$ cat src/core/touch_adc_map.vh
`ifndef TOUCH_ADC_MAP_VH
`define TOUCH_ADC_MAP_VH

// register addresses on the device register port
`define ADDR_TOUCH_PANEL_CONTROL 4'h9
`define ADDR_ADC_CONTROL 4'ha
`define ADDR_ADC_RESULT 4'hb
`define ADDR_CHIP_IDENTIFICATION 4'hc

// touch_panel_control fields
`define TP_MINUS_X_POWER 0
`define TP_PLUS_X_POWER 1
`define TP_MINUS_Y_POWER 2
`define TP_PLUS_Y_POWER 3
`define TP_MINUS_X_GROUND 4
`define TP_PLUS_X_GROUND 5
`define TP_MINUS_Y_GROUND 6
`define TP_PLUS_Y_GROUND 7
`define TP_MODE_LO 8
`define TP_MODE_HI 9
`define TP_BIAS_ENABLE 11
`define TP_PLUS_X_PEN_DOWN 12
`define TP_MINUS_X_PEN_DOWN 13
`define TP_WRITE_MASK 16'h0bff
`define TP_RESET 16'h0000

// touch operation modes
`define MODE_INTERRUPT 2'h0
`define MODE_PRESSURE 2'h1

// adc_control fields
`define AC_SYNC_ENABLE 0
`define AC_REF_TO_BYPASS 1
`define AC_SELECT_LO 2
`define AC_SELECT_HI 4
`define AC_EXT_REF_SELECT 5
`define AC_START 7
`define AC_CONVERTER_ENABLE 15
`define AC_WRITE_MASK 16'h80bf
`define AC_RESET 16'h0000

// adc_result fields
`define AR_DATA_LO 5
`define AR_DATA_HI 14
`define AR_DONE_FLAG 15
`define AR_RESULT_RESET 10'h000

// chip_identification fields
`define ID_VERSION_LO 0
`define ID_VERSION_HI 5
`define ID_DEVICE_LO 6
`define ID_DEVICE_HI 11
`define ID_VENDOR_LO 12
`define ID_VENDOR_HI 15

// timing
`define CLK_PERIOD_NS 8
`define TRACK_TIME_NS 1000
`define SETTLE_TIME_NS 40

`endif

$ cat src/core/touch_screen_adc_control.v
`include "touch_adc_map.vh"

module touch_screen_adc_control #(
  parameter RESULT_BITS = 10,
  parameter [5:0] VERSION_CODE = 6'h15, // value is arbitrary
  parameter [5:0] DEVICE_CODE = 6'h2a, // value is arbitrary
  parameter [3:0] VENDOR_CODE = 4'h5 // value is arbitrary
) (
  input wire mclk,
  input wire rstn,
  input wire [3:0] reg_addr,
  input wire [15:0] reg_wdata,
  input wire reg_write,
  input wire reg_read,
  output reg [15:0] reg_rdata,
  input wire sync_strobe,
  input wire plus_x_plate_pin,
  input wire minus_x_plate_pin,
  input wire comparator_above,
  output wire minus_x_power,
  output wire plus_x_power,
  output wire minus_y_power,
  output wire plus_y_power,
  output wire minus_x_ground,
  output wire plus_x_ground,
  output wire minus_y_ground,
  output wire plus_y_ground,
  output wire [1:0] touch_operation_mode,
  output wire touch_interrupt_mode,
  output wire touch_pressure_mode,
  output wire touch_position_mode,
  output wire touch_bias_enable,
  output wire converter_sync_enable,
  output wire reference_to_bypass_pin,
  output wire external_reference_select,
  output wire converter_enable,
  output reg [2:0] input_select,
  output wire [RESULT_BITS-1:0] trial_code,
  output wire sample_hold,
  output wire conversion_busy
);

  localparam integer TRACK_CYCLES =
    (`TRACK_TIME_NS + `CLK_PERIOD_NS - 1) / `CLK_PERIOD_NS;
  localparam integer SETTLE_RAW =
    (`SETTLE_TIME_NS + `CLK_PERIOD_NS - 1) / `CLK_PERIOD_NS;
  localparam integer SETTLE_CYCLES = (SETTLE_RAW < 1) ? 1 : SETTLE_RAW;

  reg [15:0] touch_reg;
  reg [15:0] adc_ctrl_reg;
  reg [RESULT_BITS-1:0] result_reg;
  reg done_flag_reg;
  reg start_prev_reg;
  reg start_pending_reg;

  wire [2:0] pins_sync;
  wire [3:0] plate_ground;
  wire [3:0] plate_power;
  wire plus_x_level;
  wire minus_x_level;
  wire comp_sync;

  wire wr_touch;
  wire wr_adc_ctrl;
  wire [15:0] adc_ctrl_next;
  wire start_rise;
  wire launch;
  wire abort;
  wire sar_done;
  wire [RESULT_BITS-1:0] sar_result;
  wire [15:0] touch_read;
  wire [15:0] result_read;
  wire [15:0] id_read;
  reg [15:0] rdata_next;

  // pins come from the analog side: two flops before any use
  // plates idle high, so the synchroniser resets to pen up
  level_sync #(
    .WIDTH(3),
    .RESET_LEVEL(3'b011)
  ) u_pin_sync (
    .mclk(mclk),
    .rstn(rstn),
    .async_in({comparator_above, minus_x_plate_pin, plus_x_plate_pin}),
    .sync_out(pins_sync)
  );
  assign plus_x_level = pins_sync[0];
  assign minus_x_level = pins_sync[1];
  assign comp_sync = pins_sync[2];

  assign wr_touch = reg_write && (reg_addr == `ADDR_TOUCH_PANEL_CONTROL);
  assign wr_adc_ctrl = reg_write && (reg_addr == `ADDR_ADC_CONTROL);
  assign adc_ctrl_next = reg_wdata & `AC_WRITE_MASK;

  always @(posedge mclk or negedge rstn) begin
    if (!rstn) begin
      touch_reg <= `TP_RESET;
    end else if (wr_touch) begin
      touch_reg <= reg_wdata & `TP_WRITE_MASK;
    end
  end

  always @(posedge mclk or negedge rstn) begin
    if (!rstn) begin
      adc_ctrl_reg <= `AC_RESET;
    end else if (wr_adc_ctrl) begin
      adc_ctrl_reg <= adc_ctrl_next;
    end
  end

  // plate order in both fields: minus x, plus x, minus y, plus y
  assign plate_ground =
    touch_reg[`TP_PLUS_Y_GROUND:`TP_MINUS_X_GROUND];

  genvar p;
  generate
    for (p = 0; p < 4; p = p + 1) begin : g_plate
      // ground wins so a plate is never shorted supply to ground
      assign plate_power[p] = touch_reg[`TP_MINUS_X_POWER + p] &
        ~plate_ground[p];
    end
  endgenerate

  assign minus_x_ground = plate_ground[0];
  assign plus_x_ground = plate_ground[1];
  assign minus_y_ground = plate_ground[2];
  assign plus_y_ground = plate_ground[3];
  assign minus_x_power = plate_power[0];
  assign plus_x_power = plate_power[1];
  assign minus_y_power = plate_power[2];
  assign plus_y_power = plate_power[3];

  assign touch_operation_mode = touch_reg[`TP_MODE_HI:`TP_MODE_LO];
  assign touch_interrupt_mode =
    (touch_operation_mode == `MODE_INTERRUPT);
  assign touch_pressure_mode =
    (touch_operation_mode == `MODE_PRESSURE);
  assign touch_position_mode = touch_operation_mode[1];
  assign touch_bias_enable = touch_reg[`TP_BIAS_ENABLE];

  assign converter_sync_enable = adc_ctrl_reg[`AC_SYNC_ENABLE];
  assign reference_to_bypass_pin =
    adc_ctrl_reg[`AC_REF_TO_BYPASS];
  assign external_reference_select =
    adc_ctrl_reg[`AC_EXT_REF_SELECT];
  assign converter_enable = adc_ctrl_reg[`AC_CONVERTER_ENABLE];

  // start edge is taken from the stored bit, so a rewrite of one is no edge
  always @(posedge mclk or negedge rstn) begin
    if (!rstn) begin
      start_prev_reg <= 1'b0;
    end else begin
      start_prev_reg <= adc_ctrl_reg[`AC_START];
    end
  end
  assign start_rise = adc_ctrl_reg[`AC_START] & ~start_prev_reg;

  // a disabled converter drops any conversion in flight
  assign abort = ~converter_enable;

  // in sync mode the edge arms a request that waits for the sync strobe
  always @(posedge mclk or negedge rstn) begin
    if (!rstn) begin
      start_pending_reg <= 1'b0;
    end else if (abort || launch) begin
      start_pending_reg <= 1'b0;
    end else if (start_rise) begin
      start_pending_reg <= 1'b1;
    end
  end

  assign launch = converter_enable && !conversion_busy &&
    (converter_sync_enable ? (start_pending_reg && sync_strobe)
                           : start_pending_reg);

  // input code is frozen for the whole conversion
  always @(posedge mclk or negedge rstn) begin
    if (!rstn) begin
      input_select <= 3'h0;
    end else if (launch) begin
      input_select <= adc_ctrl_reg[`AC_SELECT_HI:`AC_SELECT_LO];
    end
  end

  sar_engine #(
    .BITS(RESULT_BITS),
    .TRACK_CYCLES(TRACK_CYCLES),
    .SETTLE_CYCLES(SETTLE_CYCLES)
  ) u_sar (
    .mclk(mclk),
    .rstn(rstn),
    .start(launch),
    .abort(abort),
    .comp_above(comp_sync),
    .trial_code(trial_code),
    .hold(sample_hold),
    .busy(conversion_busy),
    .done(sar_done),
    .result(sar_result)
  );

  // flag low from the start until the result is stored
  always @(posedge mclk or negedge rstn) begin
    if (!rstn) begin
      result_reg <= `AR_RESULT_RESET;
      done_flag_reg <= 1'b0;
    end else if (sar_done) begin
      result_reg <= sar_result;
      done_flag_reg <= 1'b1;
    end else if (launch || start_rise) begin
      done_flag_reg <= 1'b0;
    end
  end

  assign touch_read = {2'b00,
    ~minus_x_level, ~plus_x_level,
    touch_reg[11:0]};
  assign result_read = {done_flag_reg, result_reg, 5'h00};
  assign id_read = {VENDOR_CODE, DEVICE_CODE, VERSION_CODE};

  always @* begin
    if (reg_addr == `ADDR_TOUCH_PANEL_CONTROL) begin
      rdata_next = touch_read;
    end else if (reg_addr == `ADDR_ADC_CONTROL) begin
      rdata_next = adc_ctrl_reg;
    end else if (reg_addr == `ADDR_ADC_RESULT) begin
      rdata_next = result_read;
    end else if (reg_addr == `ADDR_CHIP_IDENTIFICATION) begin
      rdata_next = id_read;
    end else begin
      rdata_next = 16'h0000;
    end
  end

  always @(posedge mclk or negedge rstn) begin
    if (!rstn) begin
      reg_rdata <= 16'h0000;
    end else if (reg_read) begin
      reg_rdata <= rdata_next;
    end
  end

endmodule // touch_screen_adc_control

$ cat src/core/level_sync.v
module level_sync #(
  parameter WIDTH = 1,
  // per-bit reset level; match the idle level of the pin to avoid a false edge
  parameter [WIDTH-1:0] RESET_LEVEL = {WIDTH{1'b0}}
) (
  input wire mclk,
  input wire rstn,
  input wire [WIDTH-1:0] async_in,
  output wire [WIDTH-1:0] sync_out
);

  genvar i;
  generate
    for (i = 0; i < WIDTH; i = i + 1) begin : g_bit
      reg first_reg;
      reg second_reg;
      always @(posedge mclk or negedge rstn) begin
        if (!rstn) begin
          first_reg <= RESET_LEVEL[i];
          second_reg <= RESET_LEVEL[i];
        end else begin
          first_reg <= async_in[i];
          second_reg <= first_reg;
        end
      end
      assign sync_out[i] = second_reg;
    end
  endgenerate

endmodule // level_sync

$ cat src/core/sar_engine.v
module sar_engine #(
  parameter BITS = 10,
  parameter TRACK_CYCLES = 125,
  parameter SETTLE_CYCLES = 5
) (
  input wire mclk,
  input wire rstn,
  input wire start,
  input wire abort,
  input wire comp_above,
  output wire [BITS-1:0] trial_code,
  output wire hold,
  output wire busy,
  output reg done,
  output reg [BITS-1:0] result
);

  localparam S_IDLE = 2'd0;
  localparam S_TRACK = 2'd1;
  localparam S_SETTLE = 2'd2;
  localparam S_DECIDE = 2'd3;

  reg [1:0] state_reg;
  reg [15:0] count_reg;
  reg [BITS-1:0] acc_reg;
  reg [BITS-1:0] mask_reg;

  assign trial_code = acc_reg | mask_reg;
  assign hold = (state_reg == S_SETTLE) || (state_reg == S_DECIDE);
  assign busy = (state_reg != S_IDLE);

  always @(posedge mclk or negedge rstn) begin
    if (!rstn) begin
      state_reg <= S_IDLE;
      count_reg <= 16'h0000;
      acc_reg <= {BITS{1'b0}};
      mask_reg <= {BITS{1'b0}};
      done <= 1'b0;
      result <= {BITS{1'b0}};
    end else begin
      done <= 1'b0;
      if (abort) begin
        state_reg <= S_IDLE;
        mask_reg <= {BITS{1'b0}};
      end else begin
        case (state_reg)
          S_IDLE: begin
            if (start) begin
              state_reg <= S_TRACK;
              count_reg <= 16'h0000;
              acc_reg <= {BITS{1'b0}};
              mask_reg <= {BITS{1'b0}};
            end
          end
          S_TRACK: begin
            if (count_reg == TRACK_CYCLES - 1) begin
              state_reg <= S_SETTLE;
              count_reg <= 16'h0000;
              mask_reg <= {1'b1, {(BITS-1){1'b0}}};
            end else begin
              count_reg <= count_reg + 16'h0001;
            end
          end
          S_SETTLE: begin
            if (count_reg == SETTLE_CYCLES - 1) begin
              state_reg <= S_DECIDE;
              count_reg <= 16'h0000;
            end else begin
              count_reg <= count_reg + 16'h0001;
            end
          end
          default: begin
            // keep the trial bit only when the input sits above it
            if (mask_reg[0]) begin
              state_reg <= S_IDLE;
              done <= 1'b1;
              result <= comp_above ? (acc_reg | mask_reg) : acc_reg;
              mask_reg <= {BITS{1'b0}};
            end else begin
              state_reg <= S_SETTLE;
              mask_reg <= mask_reg >> 1;
            end
            if (comp_above) begin
              acc_reg <= acc_reg | mask_reg;
            end
          end
        endcase
      end
    end
  end

endmodule // sar_engine

$ cat config.mk
export PLATFORM = sky130hd
export DESIGN_NAME = touch_screen_adc_control
export DESIGN_NICKNAME = d
export VERILOG_FILES = /design/src/core/touch_screen_adc_control.v /design/src/core/level_sync.v /design/src/core/sar_engine.v
export VERILOG_INCLUDE_DIRS = /design/src /design/src/core
export SDC_FILE = /design/constraint.sdc
export NUM_CORES = 1
export LEC_CHECK = 0
export ABC_CLOCK_PERIOD_IN_PS = 5800
export BUFFER_PORTS_ARGS = -buffer_cell sky130_fd_sc_hd__buf_2
export CAP_MARGIN = 25
export CORE_MARGIN = 5
export CORE_UTILIZATION = 45
export DETAILED_ROUTE_END_ITERATION = 6
export PLACE_DENSITY = 0.66
export SYNTH_ARGS = -nofsm -noshare
export SYNTH_HDL_FRONTEND = slang
export SYNTH_HIERARCHICAL = 1
export SYNTH_SLANG_ARGS = --single-unit
$ cat constraint.sdc
create_clock -name mclk -period 5.8 [get_ports mclk]
set_clock_uncertainty 0.05 [all_clocks]
set_input_delay 0.29 -clock mclk [delete_from_list [all_inputs] [get_ports mclk]]
set_output_delay 0.29 -clock mclk [all_outputs]
set_load 0.01 [all_outputs]
Word-level counts from Yosys, hierarchy flattened:

Cells that the tools add are included.

* register bits: 106
* word-level logic and storage cells: 103
* input bits: 28
* output and inout bits: 49

* bitwise gates (word level): 16
* add/sub/neg operators: 1
* equality and inequality tests: 15
* multiplexer cells: 29
* reduce and logical (&&, ||, !) cells: 22

Operator list (count)
* $mux W16: 6
* $pmux W16 S3: 1
* $mux W10: 4
* $pmux W10 S3: 1
* $pmux W10 S2: 1
* $add A16 B1 Y16 const B: 1
* $eq A16 B3 Y1 const B: 1
* $eq A16 B7 Y1 const B: 1
* $eq A4 B4 Y1 const B: 4
* $mux W15: 1
* $reduce_and A3 Y1: 5
* $mux W2: 5
* $not A1 Y1: 10
* $or A10 B10 Y10: 1
* $mux W9: 1
* $mux W1: 8
* $ne A3 B3 Y1 const B: 2
* $pmux W2 S3: 1
* $reduce_bool A2 Y1: 3
* $and A1 B1 Y1: 5
* $logic_and A1 B1 Y1: 5
* $eq A2 B1 Y1 const B: 2
* $eq A2 B2 Y1 const B: 2
* $logic_not A2 Y1: 2
* 7 further kinds: 10

Longest topological paths before layout:

* depth in word-level cells: 7
* depth in mapped cells: 10
* mapped depth without buffers: 9

Modules after synthesis:

Netlist, hierarchy kept.

Modules (own cells, without submodules)
* sar_engine: instances 1, area an instance 2482.4 µm², seq. area each 1226.2 µm², cells each 249
* touch_screen_adc_control: instances 1, area an instance 2397.3 µm², seq. area each 1276.2 µm², cells each 193
* level_sync: instances 1, area an instance 177.7 µm², seq. area each 155.1 µm², cells each 9

Worst setup path after synthesis:

Ideal clock, no wire load.

* path type: reg2reg
* start: reg u_sar.state_reg[0]
* end: reg u_sar.count_reg[13]
* required time: 5.624 ns
* library setup time: 0.126 ns
* stages on the path, launching flop included: 11
* period minus slack after synthesis: 2.439 ns
* arrival: 2.263 ns
* buffers on the path: 1
* path slack: 3.361 ns
* path through: dfrtp_1 -> inv_1 -> ha_1 -> inv_1 -> nor3_2 -> nor2b_1 -> or3_4 -> buf_2 -> nor3_1 -> xnor2_1 -> a21oi_1

* cells in the longest elaborated chain, start to end: 6
* elaborated cells between the ends (all ways): 11
* those cells by class: eq/ne: 3; mux: 1; reduce/logical: 7

RTL lines
* start, declared: line sar_engine.v:23 `reg [1:0] state_reg;`
* start signal, assigned: line sar_engine.v:34 `state_reg <= S_IDLE;`
* start signal, assigned: line sar_engine.v:43 `state_reg <= S_IDLE;`
* start signal, assigned: line sar_engine.v:49 `state_reg <= S_TRACK;`
* $reduce_bool A2 Y1: line sar_engine.v:30 `assign busy = (state_reg != S_IDLE);`
* named net conversion_busy: line touch_screen_adc_control.v:40 `output wire conversion_busy`
* $logic_not A1 Y1: line touch_screen_adc_control.v:172 `assign launch = converter_enable && !conversion_busy &&`
* $logic_and A1 B1 Y1 (2 in a row): line touch_screen_adc_control.v:172
* named net launch: line touch_screen_adc_control.v:67 `wire launch;`
* $ne A2 B2 Y1 (no line)
* $reduce_and A3 Y1 (no line)
* end signal, assigned: line sar_engine.v:61 `count_reg <= count_reg + 16'h0001;`
* end signal, assigned: line sar_engine.v:69 `count_reg <= count_reg + 16'h0001;`
* end, declared: line sar_engine.v:24 `reg [15:0] count_reg;`

The timed path passes the listed nets, and every way through them passes these cells.
A chain may end at the register's enable or synchronous reset.

Worst setup path after layout:

* start: reg u_sar.state_reg[0]
* end: reg u_sar.count_reg[12]

* cells in the longest elaborated chain, start to end: 6
* elaborated cells between the ends (all ways): 11
* those cells by class: eq/ne: 3; mux: 1; reduce/logical: 7

RTL lines (line)
* $reduce_bool A2 Y1: sar_engine.v:30
* $logic_not A1 Y1: touch_screen_adc_control.v:172
* $logic_and A1 B1 Y1 (2 in a row): touch_screen_adc_control.v:172
* named net launch: touch_screen_adc_control.v:67
* $ne A2 B2 Y1 (no line)
* $reduce_and A3 Y1 (no line)

The timed path passes the listed nets, and every way through them passes these cells.

==> flow_summary.ini <==
[logic_synthesis]
async_flop_share = 1.000
netlist_area_um2 = 5057
synth_mux_area_frac = 0.08659
synth.area.top_cells = dfrtp_1 50%, mux2_4 5.3%, a21oi_1 3.4%, mux2_2 2.9%, nor2_1 2.5%
yosysTopAreaCell = dfrtp_1
synth_common_cells = 102 x dfrtp_1, 34 x a21oi_1, 34 x nor2_1
yosysTopAreaCellShare = 0.5047
synth_simple_gate_area_frac = 0.1702
synth_nets = 486
synthCells = 451
yosysSeqAreaShare = 0.5255
synth.avg_cell_area_um2 = 11.21
synthAdderAreaFrac = 0.01732
yosysMostFrequentCell = dfrtp_1
synth_top_family_by_area = simple AND/OR/NAND/NOR gates
synth_compound_area_frac = 0.1425
synth-seq-cells = 106
synth_flop_cell = dfrtp_1
ys_types = 69
yosysWarnings = 6
synth_edf_count = 0
synth_xor_area_frac = 0.008659

[global_route]
gr-usage-all-layers = 0.1664
gr-total-overflow = 0
grt_pass1_wl_um = 17720
antenna_found_initial = 0
grt_start_max_net_pins = 65
grt_pass1_vias = 3436

[detailed_routing]
dr.pass1.iters = 5
drt.antenna.violating_nets = 0
avgViaCountPerCell = 5.487
route.detailed.drc = 0
vias = 3594
drt_iter0_drc = 220
routed_wl_um = 10590
wl_per_cell_um = 16.17

[clock_network]
holdBufCountCts = 4
cts_root_buf = clkbuf_16
clockBufferDepth = 2
clk_pin_slew_ns = 0.07
post_cts_buffers = 0
cts_tree = built
cts_sinks = 106
htreeDepth = 3
numCtsBuffers = 9
clk_latency_ns = 0.35
cts_resized = 0

[setup_path]
end_kind = flip-flop
cp.required_ns = 6.00
crit_path_max_fanout = 13
critPathKind = flip-flop to flip-flop
crit_arrival_ns = 3.08
crit_path_start_kind = flip-flop

[finish]
post-route-util = 0.5289
nFillCells = 977
nets = 545
drive_above_1_share = 0.2990
diodes = 0
multiInputGateArea_um2 = 2151
areaGrowthSynthToFinish_pct = 14.37
seqCellArea_um2 = 2658

[sta]
max_clock_freq_ghz = 0.3480
slew_headroom = 0.4707
drv_slew = 0
period_minus_slack_ns = 2.873
setup_tns_ns = 0
worst_slew_pin_slew_ns = 0.7918
hold_violations = 0
setup_viol = 0
finalCritPeriodShare = 0.4954
hold-worst-slack_ns = 0.1095
rsz0062_at_grt = false

[floorplanning]
ioPinCount = 77
rows = 38
chipHeight_um = 116.0
die_w_um = 116.0
coreArea_um2 = 10940
dieArea_um2 = 13460
initial_core_util = 0.4625

[pwr]
vdd.ir_drop.worst_v = 0.0001476
powerDensity_nw_per_um2 = 342.6
power.leakage_nw = 2.753

[job]
maxCapViolations = 0

[placement]
dp.final_hpwl_um = 7376
gp_congestion = 0.7769
io_buffers = 72

[min_path]
hold_path_class = primary input to flip-flop

[outcome]
status = completed
[metal layers]
| metal | up-vias | wire, um | global-route usage |
|---|---|---|---|
| li1 | 1726 | - | - |
| met1 | 1770 | 5076 | 0.2368 |
| met2 | 88 | 4712 | 0.2524 |
| met3 | 10 | 677 | 0.04648 |
| met4 | 0 | 123 | 0.04408 |
| met5 | - | 0 | 0 |
[layout by cell type (no fill, tap or decap), types with 11 or more instances in the layout]
cell type / n
mux2_4: 18
nor2_1: 34
inv_1: 18
a22o_1: 11
a21oi_1: 34
nor2b_1: 16
mux2_2: 13
o21ai_0: 18
or2_2: 11
buf_2: 71
nand2_1: 25
dfrtp_1: 102
[stage by stage]
| stage | cells | area [um^2] | setup slack, ns | power (mW) |
|---|---|---|---|---|
| CTS | 655 | 5784 | 2.920 | 2.002 |
| global placement | 635 | 5429 | 2.999 | 1.351 |
| global route | 655 | 5784 | 2.741 | 2.097 |
| detailed placement | 635 | 5429 | 2.937 | 1.363 |
| finish | 655 | 5784 | 2.927 | 1.981 |
| floorplan | 451 | 5057 | 3.361 | 1.233 |
[cell families after synthesis]
logic type / count (synthesis)
muxes: 33
AOI/OAI and AO/OA: 106
and+or+nand+nor: 146
adders and majority gates: 7
buffers and inverters: 48
DFF: 106
xor gates and xnor gates: 5
[cell type report]
type,instances,area share
Inverter,18,0.01168
Timing Repair Buffer,78,0.07225
Multi-Input combinational cell,297,0.3718
Clock inverter,7,0.01557
Tap cell,140,0.03028
Sequential cell,106,0.4594
Clock buffer,9,0.03894
[worst max-delay path: stages (launching register included)]
cell and delay (ns):
dfrtp_1 0.44, inv_1 0.11, ha_1 0.25, inv_1 0.09, nor3_2 0.53, nor2b_1 0.20
or3_4 0.46, or2_1 0.37, o311ai_2 0.27
[final timing paths]
path / startpoint / end / slack, ns / cells past startpoint
setup / recovery: u_sar/state_reg[0] / u_sar/count_reg[12] / 2.93 / 8
hold / removal: reg_wdata[9] / touch_reg[9] / 0.11 / 2
setup reg to reg: u_sar/state_reg[0] / u_sar/count_reg[12] / 2.93 / 8
hold reg to reg: u_pin_sync/g_bit[2].first_reg / u_pin_sync/g_bit[2].second_reg / 0.30 / 0
max in group asynchronous: rstn / u_sar/state_reg[0] / 4.09 / 3
min in group asynchronous: rstn / touch_reg[3] / 0.42 / 2
[power breakdown]
part | leakage, nW | internal, mW | switching (mW)
clock network | 0.147 | 0.343 | 0.287
logic | 1.23 | 0.195 | 0.202
registers | 1.37 | 0.837 | 0.116
total | 2.75 | 1.38 | 0.606
Note: power is estimated with default switching activity, not from simulation.
